File: config.mk
export PLATFORM = sky130hd
export DESIGN_NAME = adcc_top
export DESIGN_NICKNAME = d
export VERILOG_FILES = /design/src/inc/adcc_pkg.sv /design/src/inc/adcc_tick_if.sv /design/src/hdl/adcc_prescaler.sv /design/src/hdl/adcc_top.sv
export SDC_FILE = /design/constraint.sdc
export NUM_CORES = 1
export LEC_CHECK = 0
export ABC_AREA = 1
export BUFFER_PORTS_ARGS = -buffer_cell sky130_fd_sc_hd__buf_2
export CELL_PAD_IN_SITES_DETAIL_PLACEMENT = 1
export CELL_PAD_IN_SITES_GLOBAL_PLACEMENT = 2
export CORE_ASPECT_RATIO = 2
export CORE_MARGIN = 2
export CORE_UTILIZATION = 31
export CTS_CLUSTER_DIAMETER = 150
export DETAILED_ROUTE_END_ITERATION = 6
export PLACE_DENSITY = 0.83
export SYNTH_ARGS = -nofsm -noshare
export SYNTH_HDL_FRONTEND = slang
export SYNTH_SLANG_ARGS = --single-unit
File: constraint.sdc
create_clock -name core_clk_in -period 2.22 [get_ports core_clk_in]
set_clock_uncertainty 0.2 [all_clocks]
set_input_delay 0 -clock core_clk_in [delete_from_list [all_inputs] [get_ports core_clk_in]]
set_output_delay 0 -clock core_clk_in [all_outputs]
set_load 0.05 [all_outputs]
File: src/inc/adcc_pkg.sv
// Package: register map, field positions, reset values and timing for the converter control
`default_nettype none
package adcc_pkg;
    // ************************************************************
    // Register map (word index times four gives the APB byte address)
    // ************************************************************
    localparam logic [11:0] ADCC_STATUS_CONTROL_INDEX = 12'h038;
    localparam logic [11:0] ADCC_DATA_INDEX = 12'h039;
    localparam logic [11:0] ADCC_STATUS_CONTROL_OFFSET = ADCC_STATUS_CONTROL_INDEX * 12'h004;
    localparam logic [11:0] ADCC_DATA_OFFSET = ADCC_DATA_INDEX * 12'h004;
    localparam logic [11:0] ADCC_CLOCK_OFFSET = 12'h040;
    localparam logic [11:0] ADCC_PORT_OFFSET = 12'h044;
    // ************************************************************
    // Status/control fields
    // ************************************************************
    localparam int ADCC_DONE_BIT = 7;
    localparam int ADCC_IRQ_EN_BIT = 6;
    localparam int ADCC_CONT_BIT = 5;
    localparam logic [7:0] ADCC_SCR_RESET = 8'h1f;
    localparam logic [4:0] ADCC_CH_LAST_EXT = 5'h0e;
    localparam logic [4:0] ADCC_CH_OFF = 5'h1f;
    localparam logic [4:0] ADCC_CH_REF_HIGH = 5'h1d;
    localparam logic [4:0] ADCC_CH_REF_SUPPLY = 5'h1c;
    localparam logic [4:0] ADCC_CH_REF_LOW = 5'h1e;
    // ************************************************************
    // Clock register fields
    // ************************************************************
    localparam int ADCC_SRC_BIT = 4;
    localparam logic [7:0] ADCC_CLK_RESET = 8'h00;
    // ************************************************************
    // Timing
    // ************************************************************
    localparam logic [4:0] ADCC_CONV_CYCLES = 5'h10;
    localparam int ADCC_NUM_CH = 15;
    typedef enum logic [1:0] {
        ADCC_IDLE = 2'b00,
        ADCC_SAMPLE = 2'b01,
        ADCC_CONVERT = 2'b10
    } adcc_state_type;
endpackage : adcc_pkg
`default_nettype wire

File: src/inc/adcc_tick_if.sv
// Interface: divided converter clock tick from the prescaler to the control core
`default_nettype none
interface adcc_tick_if;
    logic [2:0] divider;
    logic src_bus;
    logic tick;
    modport ctrl (output divider, output src_bus, input tick);
    modport pre (input divider, input src_bus, output tick);
endinterface : adcc_tick_if
`default_nettype wire

File: src/hdl/adcc_prescaler.sv
// Prescaler: makes one converter clock tick per 1, 2, 4, 8 or 16 source edges
`default_nettype none
module adcc_prescaler
    import adcc_pkg::*;
(
    // Clock and reset
    input wire logic core_clk_in,
    input wire logic rst_in,
    // Oscillator clock enable, already synchronised
    input wire logic osc_tick_in,
    // Tick link
    adcc_tick_if.pre tk
);
    typedef struct packed {
        logic [3:0] cnt;
        logic tick;
    } adcc_pre_type;
    adcc_pre_type st_ff, nxt_st;
    logic src_edge;
    logic [3:0] limit;
    always_comb begin
        nxt_st = st_ff;
        src_edge = tk.src_bus ? 1'b1 : osc_tick_in;
        unique case (tk.divider[2] ? 3'b100 : tk.divider)
            3'b000: limit = 4'h0;
            3'b001: limit = 4'h1;
            3'b010: limit = 4'h3;
            3'b011: limit = 4'h7;
            default: limit = 4'hf;
        endcase
        nxt_st.tick = 1'b0;
        if (src_edge) begin
            if (st_ff.cnt >= limit) begin
                nxt_st.cnt = 4'h0;
                nxt_st.tick = 1'b1;
            end else begin
                nxt_st.cnt = st_ff.cnt + 4'h1;
            end
        end
    end
    always_ff @(posedge core_clk_in) begin
        if (rst_in) begin
            st_ff <= '0;
        end else begin
            st_ff <= nxt_st;
        end
    end
    assign tk.tick = st_ff.tick;
endmodule : adcc_prescaler
`default_nettype wire

File: src/hdl/adcc_top.sv
// Converter control top: APB registers, pin steering, conversion sequencing
`default_nettype none
module adcc_top
    import adcc_pkg::*;
(
    // Clock and reset
    input wire logic core_clk_in,
    input wire logic rst_in,
    // APB slave
    input wire logic psel_in,
    input wire logic penable_in,
    input wire logic pwrite_in,
    input wire logic [11:0] paddr_in,
    input wire logic [31:0] pwdata_in,
    output logic [31:0] prdata_out,
    output logic pready_out,
    output logic pslverr_out,
    // Clock sources and power modes
    input wire logic osc_clk_in,
    input wire logic stop_mode_in,
    input wire logic wait_mode_in,
    // Comparator and analog mux
    input wire logic comparator_in,
    output logic [4:0] mux_select_out,
    output logic [7:0] dac_code_out,
    output logic sample_out,
    output logic analog_power_out,
    // Shared port pins
    input wire logic [14:0] port_pin_in,
    output logic [14:0] port_pin_out,
    output logic [14:0] port_pin_oe_out,
    output logic [14:0] analog_pin_out,
    // Service requests
    output logic cpu_irq_out,
    output logic dma_req_out,
    output logic wake_out
);
    // ************************************************************
    // State
    // ************************************************************
    typedef struct packed {
        logic [7:0] scr;
        logic [7:0] clk_reg;
        logic [7:0] result;
        logic [7:0] sar;
        logic [7:0] bitmask;
        logic [4:0] tcnt;
        adcc_state_type fsm;
        logic pending;
        logic [14:0] latch;
        logic [14:0] ddr;
        logic [2:0] osc_sync;
        logic [2:0] cmp_sync;
        logic osc_prev;
        logic osc_tick;
        logic [31:0] rdata;
        logic [44:0] pin_sync;
        logic [14:0] pin_val;
        logic cmp_val;
    } adcc_top_type;
    adcc_top_type st_ff, nxt_st;
    adcc_tick_if tk_if ();
    adcc_prescaler u_pre (
        .core_clk_in(core_clk_in),
        .rst_in(rst_in),
        .osc_tick_in(st_ff.osc_tick),
        .tk(tk_if.pre)
    );
    assign tk_if.divider = st_ff.clk_reg[2:0];
    assign tk_if.src_bus = st_ff.clk_reg[ADCC_SRC_BIT];
    logic acc;
    logic wr_scr;
    logic rd_data;
    logic powered;
    logic start;
    logic [14:0] sel_onehot;
    logic [14:0] pin_now;
    logic cmp_now;
    logic [7:0] trial;
    always_comb begin
        nxt_st = st_ff;
        acc = psel_in && penable_in;
        wr_scr = acc && pwrite_in && (paddr_in == ADCC_STATUS_CONTROL_OFFSET);
        rd_data = acc && !pwrite_in && (paddr_in == ADCC_DATA_OFFSET);
        powered = (st_ff.scr[4:0] != ADCC_CH_OFF) && !stop_mode_in;
        for (int i = 0; i < ADCC_NUM_CH; i++) begin
            sel_onehot[i] = (st_ff.scr[4:0] == 5'(i));
            // Third stage counts once it agrees with the second
            pin_now[i] = (st_ff.pin_sync[3*i+2] == st_ff.pin_sync[3*i+1])
                ? st_ff.pin_sync[3*i+2] : st_ff.pin_val[i];
        end
        // Sampling delay needs at least four core clocks per converter tick
        cmp_now = (st_ff.cmp_sync[2] == st_ff.cmp_sync[1]) ? st_ff.cmp_sync[2] : st_ff.cmp_val;
        nxt_st.pin_val = pin_now;
        nxt_st.cmp_val = cmp_now;
        // Three-stage sampling of asynchronous inputs
        nxt_st.osc_sync = {st_ff.osc_sync[1:0], osc_clk_in};
        nxt_st.cmp_sync = {st_ff.cmp_sync[1:0], comparator_in};
        for (int i = 0; i < ADCC_NUM_CH; i++) begin
            nxt_st.pin_sync[3*i +: 3] = {st_ff.pin_sync[3*i +: 2], port_pin_in[i]};
        end
        if (st_ff.osc_sync[2] == st_ff.osc_sync[1]) begin
            nxt_st.osc_prev = st_ff.osc_sync[2];
        end
        nxt_st.osc_tick = (st_ff.osc_sync[2] == st_ff.osc_sync[1])
            && st_ff.osc_sync[2] && !st_ff.osc_prev;
        // ************************************************************
        // Register writes
        // ************************************************************
        start = 1'b0;
        if (acc && pwrite_in) begin
            unique case (paddr_in)
                ADCC_STATUS_CONTROL_OFFSET: begin
                    nxt_st.scr[6:0] = pwdata_in[6:0];
                    nxt_st.scr[ADCC_DONE_BIT] = pwdata_in[ADCC_IRQ_EN_BIT]
                        & pwdata_in[ADCC_DONE_BIT];
                    start = 1'b1;
                end
                ADCC_CLOCK_OFFSET: nxt_st.clk_reg = {3'h0, pwdata_in[4:0]};
                ADCC_PORT_OFFSET: begin
                    // Selected pin keeps its latch and direction untouched
                    for (int i = 0; i < ADCC_NUM_CH; i++) begin
                        if (!sel_onehot[i]) begin
                            nxt_st.latch[i] = pwdata_in[i];
                            nxt_st.ddr[i] = pwdata_in[16+i];
                        end
                    end
                end
                default: ;
            endcase
        end
        if (wr_scr || rd_data) begin
            nxt_st.pending = 1'b0;
            if (!st_ff.scr[ADCC_IRQ_EN_BIT] && rd_data) begin
                nxt_st.scr[ADCC_DONE_BIT] = 1'b0;
            end
        end
        // ************************************************************
        // Conversion sequencer
        // ************************************************************
        trial = st_ff.sar | st_ff.bitmask;
        if (start) begin
            nxt_st.fsm = ADCC_SAMPLE;
            nxt_st.tcnt = 5'h0;
            nxt_st.sar = 8'h00;
            nxt_st.bitmask = 8'h80;
        end else if (!powered) begin
            nxt_st.fsm = (st_ff.fsm != ADCC_IDLE && stop_mode_in) ? ADCC_SAMPLE
                : (powered ? st_ff.fsm : (stop_mode_in ? st_ff.fsm : ADCC_IDLE));
            if (stop_mode_in && st_ff.fsm != ADCC_IDLE) begin
                nxt_st.tcnt = 5'h0;
                nxt_st.sar = 8'h00;
                nxt_st.bitmask = 8'h80;
            end
        end else if (tk_if.tick) begin
            nxt_st.tcnt = st_ff.tcnt + 5'h1;
            unique case (st_ff.fsm)
                ADCC_IDLE: ;
                ADCC_SAMPLE: begin
                    if (st_ff.tcnt == ADCC_CONV_CYCLES - 5'h8) begin
                        nxt_st.fsm = ADCC_CONVERT;
                    end
                end
                ADCC_CONVERT: begin
                    // One bit per tick, compared against the trial code
                    if (st_ff.bitmask != 8'h00) begin
                        nxt_st.sar = cmp_now ? trial : st_ff.sar;
                        nxt_st.bitmask = st_ff.bitmask >> 1;
                    end
                    // Seventeenth tick: the first tick after a start is a partial period
                    if (st_ff.tcnt == ADCC_CONV_CYCLES) begin
                        nxt_st.result = nxt_st.sar;
                        nxt_st.pending = 1'b1;
                        if (!st_ff.scr[ADCC_IRQ_EN_BIT]) begin
                            nxt_st.scr[ADCC_DONE_BIT] = 1'b1;
                        end
                        if (st_ff.scr[ADCC_CONT_BIT]) begin
                            nxt_st.fsm = ADCC_SAMPLE;
                            nxt_st.tcnt = 5'h0;
                            nxt_st.sar = 8'h00;
                            nxt_st.bitmask = 8'h80;
                        end else begin
                            nxt_st.fsm = ADCC_IDLE;
                        end
                    end
                end
                default: nxt_st.fsm = ADCC_IDLE;
            endcase
        end
        // ************************************************************
        // Read data
        // ************************************************************
        nxt_st.rdata = 32'h0;
        if (psel_in && !penable_in && !pwrite_in) begin
            unique case (paddr_in)
                ADCC_STATUS_CONTROL_OFFSET: nxt_st.rdata = {24'h0, st_ff.scr};
                ADCC_DATA_OFFSET: nxt_st.rdata = {24'h0, st_ff.result};
                ADCC_CLOCK_OFFSET: nxt_st.rdata = {24'h0, st_ff.clk_reg};
                ADCC_PORT_OFFSET: begin
                    for (int i = 0; i < ADCC_NUM_CH; i++) begin
                        if (sel_onehot[i]) begin
                            nxt_st.rdata[i] = st_ff.ddr[i] & st_ff.latch[i];
                        end else begin
                            nxt_st.rdata[i] = st_ff.ddr[i] ? st_ff.latch[i] : pin_now[i];
                        end
                    end
                    nxt_st.rdata[30:16] = st_ff.ddr;
                end
                default: nxt_st.rdata = 32'h0;
            endcase
        end
    end
    always_ff @(posedge core_clk_in) begin
        if (rst_in) begin
            st_ff <= '0;
            st_ff.scr <= ADCC_SCR_RESET;
            st_ff.clk_reg <= ADCC_CLK_RESET;
            st_ff.bitmask <= 8'h80;
            st_ff.fsm <= ADCC_IDLE;
        end else begin
            st_ff <= nxt_st;
        end
    end
    // ************************************************************
    // Outputs
    // ************************************************************
    assign pready_out = 1'b1;
    assign pslverr_out = psel_in && penable_in
        && (paddr_in != ADCC_STATUS_CONTROL_OFFSET) && (paddr_in != ADCC_DATA_OFFSET)
        && (paddr_in != ADCC_CLOCK_OFFSET) && (paddr_in != ADCC_PORT_OFFSET);
    assign prdata_out = st_ff.rdata;
    assign mux_select_out = st_ff.scr[4:0];
    assign dac_code_out = st_ff.sar | st_ff.bitmask;
    assign sample_out = (st_ff.fsm == ADCC_SAMPLE);
    assign analog_power_out = powered;
    assign analog_pin_out = sel_onehot;
    assign port_pin_out = st_ff.latch;
    assign port_pin_oe_out = st_ff.ddr & ~sel_onehot;
    assign cpu_irq_out = st_ff.scr[ADCC_IRQ_EN_BIT] && st_ff.pending
        && !st_ff.scr[ADCC_DONE_BIT];
    assign dma_req_out = st_ff.scr[ADCC_IRQ_EN_BIT] && st_ff.pending
        && st_ff.scr[ADCC_DONE_BIT];
    assign wake_out = cpu_irq_out && wait_mode_in;
endmodule : adcc_top
`default_nettype wire

* Word level (Yosys, flattened, before mapping)
Index checks and enable logic that the tools add are counted.
** Cells by class
- $add $sub $neg :: 2
- Order comparisons :: 1
- Equal/unequal tests :: 58
- Muxes and demuxes :: 83
- Bitwise operators :: 38
- Reductions and logical operators :: 59
** Operators by type and width (count)
- 2-to-1 mux 1 bit :: 64
- 2-to-1 mux 21 bit :: 3
- case mux 15 bit (4 select lines) :: 1
- 2-to-1 mux 24 bit :: 2
- AND reduction 3 bit :: 16
- == test 5 x 4 -> 1 bit (second input constant) :: 8
- 2-to-1 mux 16 bit :: 2
- == test 12 x 7 -> 1 bit (second input constant) :: 2
- == test 12 x 8 -> 1 bit (second input constant) :: 2
- != test 12 x 7 -> 1 bit (second input constant) :: 2
- != test 12 x 8 -> 1 bit (second input constant) :: 2
- 2-to-1 mux 23 bit :: 1
- == test 5 x 3 -> 1 bit (second input constant) :: 4
- logical AND 1 bit :: 20
- inverter 1 bit :: 19
- == test 1 bit :: 17
- AND 1 bit :: 16
- 2-to-1 mux 8 bit :: 2
- case mux 4 bit (4 select lines) :: 1
- AND 15 bit :: 1
- inverter 15 bit :: 1
- AND reduction 5 bit :: 3
- == test 5 x 2 -> 1 bit (second input constant) :: 2
- bitwise OR 8 bit :: 1
- 33 further kinds :: 49
** Word-level totals
- Register bits :: 181
- Bits of input ports :: 68
- Output and inout port bits :: 97
- Logic and storage cells :: 293

* Longest topological paths before layout
Gate-level depths: netlist (run 1).
- Word-level depth :: 12
- Mapped depth :: 11
- Depth with buffers taken out :: 11

* By module
From an unflattened synthesis (run 1), not the netlist that was laid out.
** Second synthesis, totals
- Cell total of the unflattened synthesis :: 1087
- Area, all modules :: 7953.9 um^2
** By module, submodules not included
- adcc_top :: instances 1, cells an instance 1043, area each 7608.5 um^2, seq. area each 3483.3 um^2
- adcc_prescaler :: instances 1, cells an instance 44, area each 345.3 um^2, seq. area each 100.1 um^2

* Least setup slack after synthesis (run 1)
No wires, ideal clock.
- Path type :: register to output
- From :: register st_ff[177] in the netlist's numbering
- To :: output wake_out
- Arrival time :: 2071 ps
- Required time :: 2020 ps
- Setup slack :: -51 ps
- Cell stages (with the launch flop) :: 4
- Buffers on the path :: 0
- Cells stage by stage :: dfxtp_1 inv_1 nor3_1 and2_1
** Between the ends
- Longest elaborated chain between the ends :: 3
** RTL lines
- start: declaration :: RTL line adcc_top.sv:61 : adcc_top_type st_ff, nxt_st;
- start signal: assignment :: RTL line adcc_top.sv:221 : st_ff <= nxt_st;
- logical AND 1 bit :: RTL line adcc_top.sv:239 : assign cpu_irq_out = st_ff.scr[ADCC_IRQ_EN_BIT] && st_ff.pending
- logical AND 1 bit :: RTL line adcc_top.sv:240 : && !st_ff.scr[ADCC_DONE_BIT];
- net cpu_irq_out :: RTL line adcc_top.sv:34 : output logic cpu_irq_out,
- logical AND 1 bit :: RTL line adcc_top.sv:243 : assign wake_out = cpu_irq_out && wait_mode_in;
- end: declaration :: RTL line adcc_top.sv:36 : output logic wake_out
The timed path passes the listed nets, and every way through them passes these cells.

* Worst setup path in the final report (run 1)
- From :: input paddr_in[9]
- To :: register st_ff, in the netlist mux_select_out[1]
** Between the ends
- Longest elaborated chain between the ends :: 2
** RTL lines
- start: declaration :: RTL line adcc_top.sv:13 : input wire logic [11:0] paddr_in,
- == test 12 x 8 -> 1 bit :: RTL line adcc_top.sv:112 : unique case (paddr_in)
- AND reduction 2 bit (no source line)
Every way passes these cells.
A chain may end at the register's enable or synchronous reset.

==> run summary, run 1 <==
cell internal pwr -> 0.00498 W
Synth Warn # -> 0
Die ar. -> 26800 um^2
power per cell area -> 658 nW/um^2
worst slack, placed -> 287 ps
Synth cell types -> 36
Post-synth EDFFs -> 0
Synth Register Bits -> 179
drt drc -> 0
Port Buffer Count -> 159
Final setup viols -> 0
first-pass GRT wire length -> 38100 um
# fillers -> 3188
slew at the pin closest to its max-slew limit -> 847 ps
highest clock rate -> 0.467 GHz
clk sinks -> 179
critical path endpoint category -> register
Worst VDD drop -> 0.593 mV
Starting Density -> 31.5%
Area growth syn-to-layout -> 26.0%
Setup crit start kind -> input pin
critical path class -> input pin to register
setup ws final -> 79.3 ps
Syn Std Cell Area -> 7880 um^2
critical path fanouts, max -> 9
fin crit period -> 2140 ps
Sw Share -> 23.8%
commonest non-fill, non-tap cell in the layout -> nor2_1
P_leak -> 4.55 nW
final hold violation count -> 2
HP Start -> paddr_in[4]
Pre-antenna DRT Iters -> 4
total CTS buffers -> 17
Min Hold Slack -> -25.5 ps
RSZ-0062 raised after global routing -> false
crit path launch -> paddr_in[9]
final setup TNS -> 0 ps
ys flop type -> dfxtp_1
fin crit share -> 96.4%
grt total ovfl -> 0
Cell Rows -> 82
top-area cell type share of the netlist area -> 45.5%
Mapped Avg Cell Area -> 7.42 um^2
CP arrival -> 2320 ps
worst min-delay path class -> input pin to register
failing checks -> negative hold slack
clock power share -> 44.4%
IO Count -> 165
fin util -> 39.6%
Routed Antenna Nets -> 0
root buffer cell -> clkbuf_16
outcome -> finished with violations
Seq/Total Area, Yosys -> 45.5%
Die Ht -> 229 um
Clk Latency, worst-skew pair -> 450 ps
CP required -> 2400 ps
most frequent cells in the layout -> 195 x nor2_1, 178 x dfxtp_1, 162 x inv_1
Post-synth ARST share -> 0%
worst flop-to-flop path startpoint -> mux_select_out[0]
Syn Inst Count -> 1062
Seq pwr share -> 50.0%
Logic pwr share -> 5.6%
n_diodes -> 0
Max-Cap Viols -> 0
footprint of the multi-input gates -> 3150 um^2
drt wl/cell -> 15.4 um
CTS HTree Levels -> 4
drt total wl -> 24600 um
Clock transition at path regs -> 70 ps
routability congestion estimate -> 0.827
vias in the first global route -> 7335
DR vias -> 7140
relative slew slack -> 43.6%
GRT Util Overall -> 18.9%
Sw Pwr -> 0.00155 W
largest net degree at the start of global routing -> 79
core area -> 25000 um^2
Clock Tree Buf Depth -> 2
HPWL after detailed placement -> 18100 um
routed vias/inst -> 4.49
1st-iter DRT viols -> 203
sequential cell area -> 3580 um^2
biggest area consumer among synthesized cells -> dfxtp_1
largest cells by area after synthesis -> dfxtp_1 46%, nor2_1 9.3%, inv_1 7.7%, nand2_1 7.5%, buf_4 5.2%
CTS tree -> built
Die W -> 117 um
nets -> 1321
initial antenna violation count -> 0
Final Max Slew Viols -> 0
layout cells sized above 1 -> 21.4%
==> layout make-up <==
type	instances	share of cell area [%]
Inverter	168	6.39
Clock inverter	14	1.13
Sequential cell	179	36.1
Multi-Input combinational cell	635	31.7
Clock buffer	18	4.43
Tap cell	336	4.24
Timing Repair Buffer	241	16.0
==> stage by stage <==
stage	std cells	cell area [um^2]	power [W]	hold slack (ps)
finish	1591	9920	0.00653	-25.5
global route	1591	9920	0.00676	38.6
CTS	1587	9850	0.00661	5.26
detailed placement	1490	8640	0.00362	10.6
global placement	1490	8640	0.00361	7.18
floorplan	1063	7880	0.00349	-93.0
==> final timing paths <==
kind	slack [ps]	to	cells past startpoint
hold / removal	-30	st_ff[132]	8
hold reg to reg	200	nxt_st[39]	2
setup reg to reg	140	port_pin_out[7]	7
setup / recovery	80	mux_select_out[1]	11
==> power by group through the flow <==
stage / Combinational [W] / Sequential (W) / Clock, W
2_1_floorplan: 0.000159 / 0.00333 / 0
3_3_place_gp: 0.000274 / 0.00334 / 0
3_5_place_dp: 0.000276 / 0.00334 / 0
4_1_cts: 0.000360 / 0.00327 / 0.00298
5_1_grt: 0.000402 / 0.00327 / 0.00309
6_report: 0.000365 / 0.00327 / 0.00290
==> layer usage <==
layer | GRT usage, % | up-vias | part of all wire, %
met5 | 0 | - | 0
met4 | 10.4 | 0 | 4.7
met1 | 18.0 | 3368 | 36
met2 | 36.0 | 142 | 56
li1 | - | 3578 | -
met3 | 3.76 | 52 | 3.3
==> Yosys cell counts (3+ instances only) <==
cell      instances
nor3_4            3
o21ai_0          60
nand2_1         157
nor2_2           10
a21oi_2           9
ha_1             11
nand4_1           9
nand3_1          45
o211ai_1          6
buf_4            55
clkbuf_1         14
buf_2             9
a21oi_1          49
nor2_1          196
o21ai_1           7
inv_2             5
xor2_1            3
dfxtp_1         179
nor3_1           19
o21a_1           12
nand2_2          12
inv_1           162
nand2_4           5
nor3_2            8
==> flip-flops by register name (all words and copies together), names as in the netlist <==
| signal | flops |
|---|---|
| mux_select_out | 5 |
| nxt_st | 34 |
| port_pin_out | 15 |
| prdata_out | 30 |
| st_ff | 90 |
| u_pre.st_ff | 4 |
| u_pre.tk.tick | 1 |
==> worst max-delay path, stage by stage <==
cell,delay (ps)
dlygate4sd3_1,550
buf_2,140
nor2_2,150
nand2_4,120
nor2_4,180
nand3_4,130
buf_4,210
clkinvlp_4,140
nand2_1,70
nand3_1,70
dlygate4sd3_1,560
==> repair_timing <==
item	CTS	global route
endpoints found under the setup margin	1	13
pin swaps	0	2
endpoints found under the hold margin	75	6
resized for setup	2	7
buffers inserted	0	0
hold buffers	65	5
==> cell families (layout without fill, tap and decap cells) <==
family                   after synthesis  count (layout)  synth area share (%)
other                                  2               3                0.0954
adder cells (fa/ha/maj)               11              11                  1.75
AND/OR/NAND/NOR                      474             474                  27.1
buffers and inverters                249             441                  15.0
XOR/XNOR                               3               3                 0.334
flip-flops                           179             179                  45.5
AO/OA/AOI/OAI                        144             144                  10.2
No activity file was read; power rests on OpenSTA's default activity.
==> inputs of run 2 (changes only) <==
--- a/config.mk
+++ b/config.mk
@@ -11,10 +11,11 @@
 export CELL_PAD_IN_SITES_GLOBAL_PLACEMENT = 2
 export CORE_ASPECT_RATIO = 2
 export CORE_MARGIN = 2
-export CORE_UTILIZATION = 31
+export CORE_UTILIZATION = 27
 export CTS_CLUSTER_DIAMETER = 150
 export DETAILED_ROUTE_END_ITERATION = 6
-export PLACE_DENSITY = 0.83
+export PLACE_DENSITY = 0.78
 export SYNTH_ARGS = -nofsm -noshare
 export SYNTH_HDL_FRONTEND = slang
+export SYNTH_HIERARCHICAL = 1
 export SYNTH_SLANG_ARGS = --single-unit
==> constraint.sdc (replaced) <==
create_clock -name core_clk_in -period 1.85 [get_ports core_clk_in]
set_clock_uncertainty 0.2 [all_clocks]
set_input_delay 0 -clock core_clk_in [delete_from_list [all_inputs] [get_ports core_clk_in]]
set_output_delay 0 -clock core_clk_in [all_outputs]
set_load 0.05 [all_outputs]
==> run 2 against run 1 <==
Effect of this change: the flow now finishes without violations; non-clock buffer count increased by 36; register-to-register slack got worse by 20 ps; final cell count grew 5.2%; synthesized area increased by 1.0%; utilization decreased by 3.1 points; sequential power increased by 20%; power increased by 28%; worst hold slack gained 51 ps; global-route usage is 2.1 points lower; critical path depth decreased by 4; largest power group unchanged.
==> run summary, run 2 <==
clock power share -> 47.0% (was 44.4%)
clk sinks -> 179 (unchanged)
Synth Register Bits -> 179 (unchanged)
drt wl/cell -> 15.1 um (was 15.4 um)
Sw Share -> 23.2% (was 23.8%)
RSZ-0062 raised after global routing -> true (was false)
worst min-delay path class -> input pin to register (unchanged)
CP arrival -> 1610 ps (was 2320 ps)
top-area cell type share of the netlist area -> 45.1% (was 45.5%)
Sw Pwr -> 0.00193 W (was 0.00155 W)
biggest area consumer among synthesized cells -> dfxtp_1 (unchanged)
Clk Latency, worst-skew pair -> 440 ps (was 450 ps)
placed cell areas -> 8970 um^2 (was 8640 um^2)
Routed Antenna Nets -> 0 (unchanged)
fin crit share -> 98.0%
drt drc -> 0 (unchanged)
Clock Tree Buf Depth -> 2 (unchanged)
CTS tree -> built (unchanged)
Max-Cap Viols -> 0 (unchanged)
power per cell area -> 788 nW/um^2 (was 658 nW/um^2)
Post-synth EDFFs -> 0 (unchanged)
P_leak -> 4.98 nW (was 4.55 nW)
Post-synth top cells -> 217 x nor2_1, 179 x dfxtp_1, 165 x inv_1, 164 x nand2_1, 60 x buf_4 (was 196 x nor2_1, 179 x dfxtp_1, 162 x inv_1, 157 x nand2_1, 60 x o21ai_0)
final hold violation count -> 0 (was 2)
Syn Std Cell Area -> 7950 um^2 (was 7880 um^2)
Min Hold Slack -> 25.8 ps (was -25.5 ps)
Starting Density -> 27.5% (was 31.5%)
largest net degree at the start of global routing -> 40 (was 79)
Cell Rows -> 88 (was 82)
ys flop type -> dfxtp_1 (unchanged)
cell internal pwr -> 0.00641 W (was 0.00498 W)
Synth cell types -> 38 (was 36)
Logic pwr share -> 6.0% (was 5.6%)
critical path fanouts, max -> 5 (was 9)
HPWL after detailed placement -> 19000 um (was 18100 um)
Area growth syn-to-layout -> 33.0% (was 26.0%)
n_diodes -> 0 (unchanged)
Largest Register -> st_ff (unchanged)
outcome -> completed (was finished with violations)
critical path class -> register to output port (was input pin to register)
most instantiated library cell after synthesis -> nor2_1 (unchanged)
GRT Util Overall -> 16.7% (was 18.9%)
Die Ht -> 247 um (was 229 um)
Design Area, Final -> 10600 um^2 (was 9920 um^2)
Final setup viols -> 0 (unchanged)
1st-iter DRT viols -> 275 (was 203)
CP required -> 1650 ps (was 2400 ps)
final setup TNS -> 0 ps (unchanged)
Port Buffer Count -> 159 (unchanged)
critical path endpoint category -> output port (was register)
Die ar. -> 30900 um^2 (was 26800 um^2)
fin crit period -> 1810 ps
DR vias -> 7348 (was 7140)
Mapped Avg Cell Area -> 7.32 um^2 (was 7.42 um^2)
Pre-antenna DRT Iters -> 4 (unchanged)
vias in the first global route -> 7838 (was 7335)
Die W -> 125 um (was 117 um)
Seq pwr share -> 47.0% (was 50.0%)
core area -> 29000 um^2 (was 25000 um^2)
total CTS buffers -> 17 (unchanged)
layout cells sized above 1 -> 23.8% (was 21.4%)
max reg flops -> 90 (unchanged)
Worst VDD drop -> 0.663 mV (was 0.593 mV)
# fillers -> 3610 (was 3188)
Clock transition at path regs -> 70 ps (about the same)
Post-synth ARST share -> 0% (unchanged)
root buffer cell -> clkbuf_16 (unchanged)
most frequent cells in the layout -> 211 x nor2_1, 173 x dfxtp_1, 156 x inv_1 (was 195 x nor2_1, 178 x dfxtp_1, 162 x inv_1)
Synth Warn # -> 6 (was 0)
Syn Inst Count -> 1087 (was 1062)
first-pass GRT wire length -> 40300 um (was 38100 um)
highest clock rate -> 0.552 GHz
drt total wl -> 25300 um (was 24600 um)
commonest non-fill, non-tap cell in the layout -> nor2_1 (unchanged)
grt total ovfl -> 0 (unchanged)
initial antenna violation count -> 0 (unchanged)
nets -> 1380 (was 1321)
Final Max Slew Viols -> 0 (unchanged)
largest cells by area after synthesis -> dfxtp_1 45%, nor2_1 10%, inv_1 7.8%, nand2_1 7.7%, buf_4 5.7% (was dfxtp_1 46%, nor2_1 9.3%, inv_1 7.7%, nand2_1 7.5%, buf_4 5.2%)
routability congestion estimate -> 0.784 (was 0.827)
IO Count -> 165 (unchanged)
Seq/Total Area, Yosys -> 45.1% (was 45.5%)
Setup crit start kind -> register (was input pin)
routed vias/inst -> 4.39 (was 4.49)
CTS HTree Levels -> 4 (unchanged)
[run 2: cell count changes in the layout (fill, tap and decap cells not counted), sizes merged, moves of 4 or more]
cell	delta
or2	+9
clkinv	-8
buf	+30
dlygate4sd3	+6
nand2	-4
nor3	-4
a21oi	-9
nand4	+15
inv	+7
nor2	+22
o21ai	-15
[run 2: final cells by class]
| class | instances | area (um^2) | share of cell area (%) |
|---|---|---|---|
| clock buffers | 18 | 429 | 4.06 |
| clock inverters | 14 | 200 | 1.89 |
| inverters | 171 | 649 | 6.14 |
| multi-input cells | 654 | 3220 | 30.5 |
| flip-flops and latches | 179 | 3600 | 34.1 |
| well taps | 360 | 450 | 4.26 |
| repair buffers | 277 | 2020 | 19.1 |
[run 2: power groups by stage]
stage | registers, W | clock network, W | logic, W
final | 0.00392 | 0.00392 | 0.000500
after global routing | 0.00392 | 0.00418 | 0.000557
after CTS | 0.00392 | 0.00404 | 0.000507
after detailed placement | 0.00401 | 0 | 0.000384
after global placement | 0.00401 | 0 | 0.000378
after floorplan | 0.00401 | 0 | 0.000223
[run 2: stage by stage]
| step | std cells | total power, W | setup WS (ps) | util [%] |
|---|---|---|---|---|
| global placement | 1563 | 0.00439 | 102 | 31.0 |
| detailed placement | 1563 | 0.00440 | 71.8 | 31.0 |
| CTS | 1672 | 0.00847 | -13.4 | 36.1 |
| floorplan | 1088 | 0.00423 | 20.7 | - |
| finish | 1673 | 0.00834 | 37.1 | 36.5 |
| global route | 1673 | 0.00866 | -63.4 | 36.5 |
[run 2: worst max-delay path, stage by stage, from the launching register on]
cell,delay [ps]
dfxtp_4,380
inv_1,50
nor3_1,130
buf_4,170
nand2_1,120
inv_2,90
nor2_1,40
buf_4,180
[run 2: metal layers]
layer	share of wire (%)	up-vias	wire length, um	track usage [%]
met5	0	-	0	0
li1	-	3727	-	-
met4	3.1	0	784	6.73
met3	2.7	33	686	3.09
met2	58	130	14600	33.7
met1	37	3458	9240	16.4
[run 2: final timing paths]
kind | slack [ps] | start | cells past startpoint | to
max | 40 | mux_select_out[3] | 7 | port_pin_oe_out[9]
min | 30 | paddr_in[0] | 6 | prdata_out[7]
max reg2reg | 120 | st_ff[133] | 7 | st_ff[146]
min reg2reg | 200 | nxt_st[35] | 2 | nxt_st[36]
[run 2: cell families after synthesis]
| kind of cell | Yosys count | share of synthesized area (%) |
|---|---|---|
| AND/OR/NAND/NOR | 513 | 28.8 |
| buffers and inverters | 256 | 15.5 |
| flip-flops | 179 | 45.1 |
| AO/OA/AOI/OAI | 119 | 8.05 |
| adder cells (fa/ha/maj) | 12 | 1.89 |
| XOR/XNOR | 5 | 0.551 |
| other | 2 | 0.0944 |
| multiplexers | 1 | 0.126 |
[run 2: repair_timing]
| item | in CTS | in global routing |
|---|---|---|
| pin swaps | 0 | 1 |
| gates cloned | 0 | 1 |
| endpoints found under the setup margin | 29 | 51 |
| setup buffers | 2 | 0 |
| endpoints found under the hold margin | 145 | 0 |
| resized for setup | 37 | 56 |
| hold buffers | 75 | 0 |
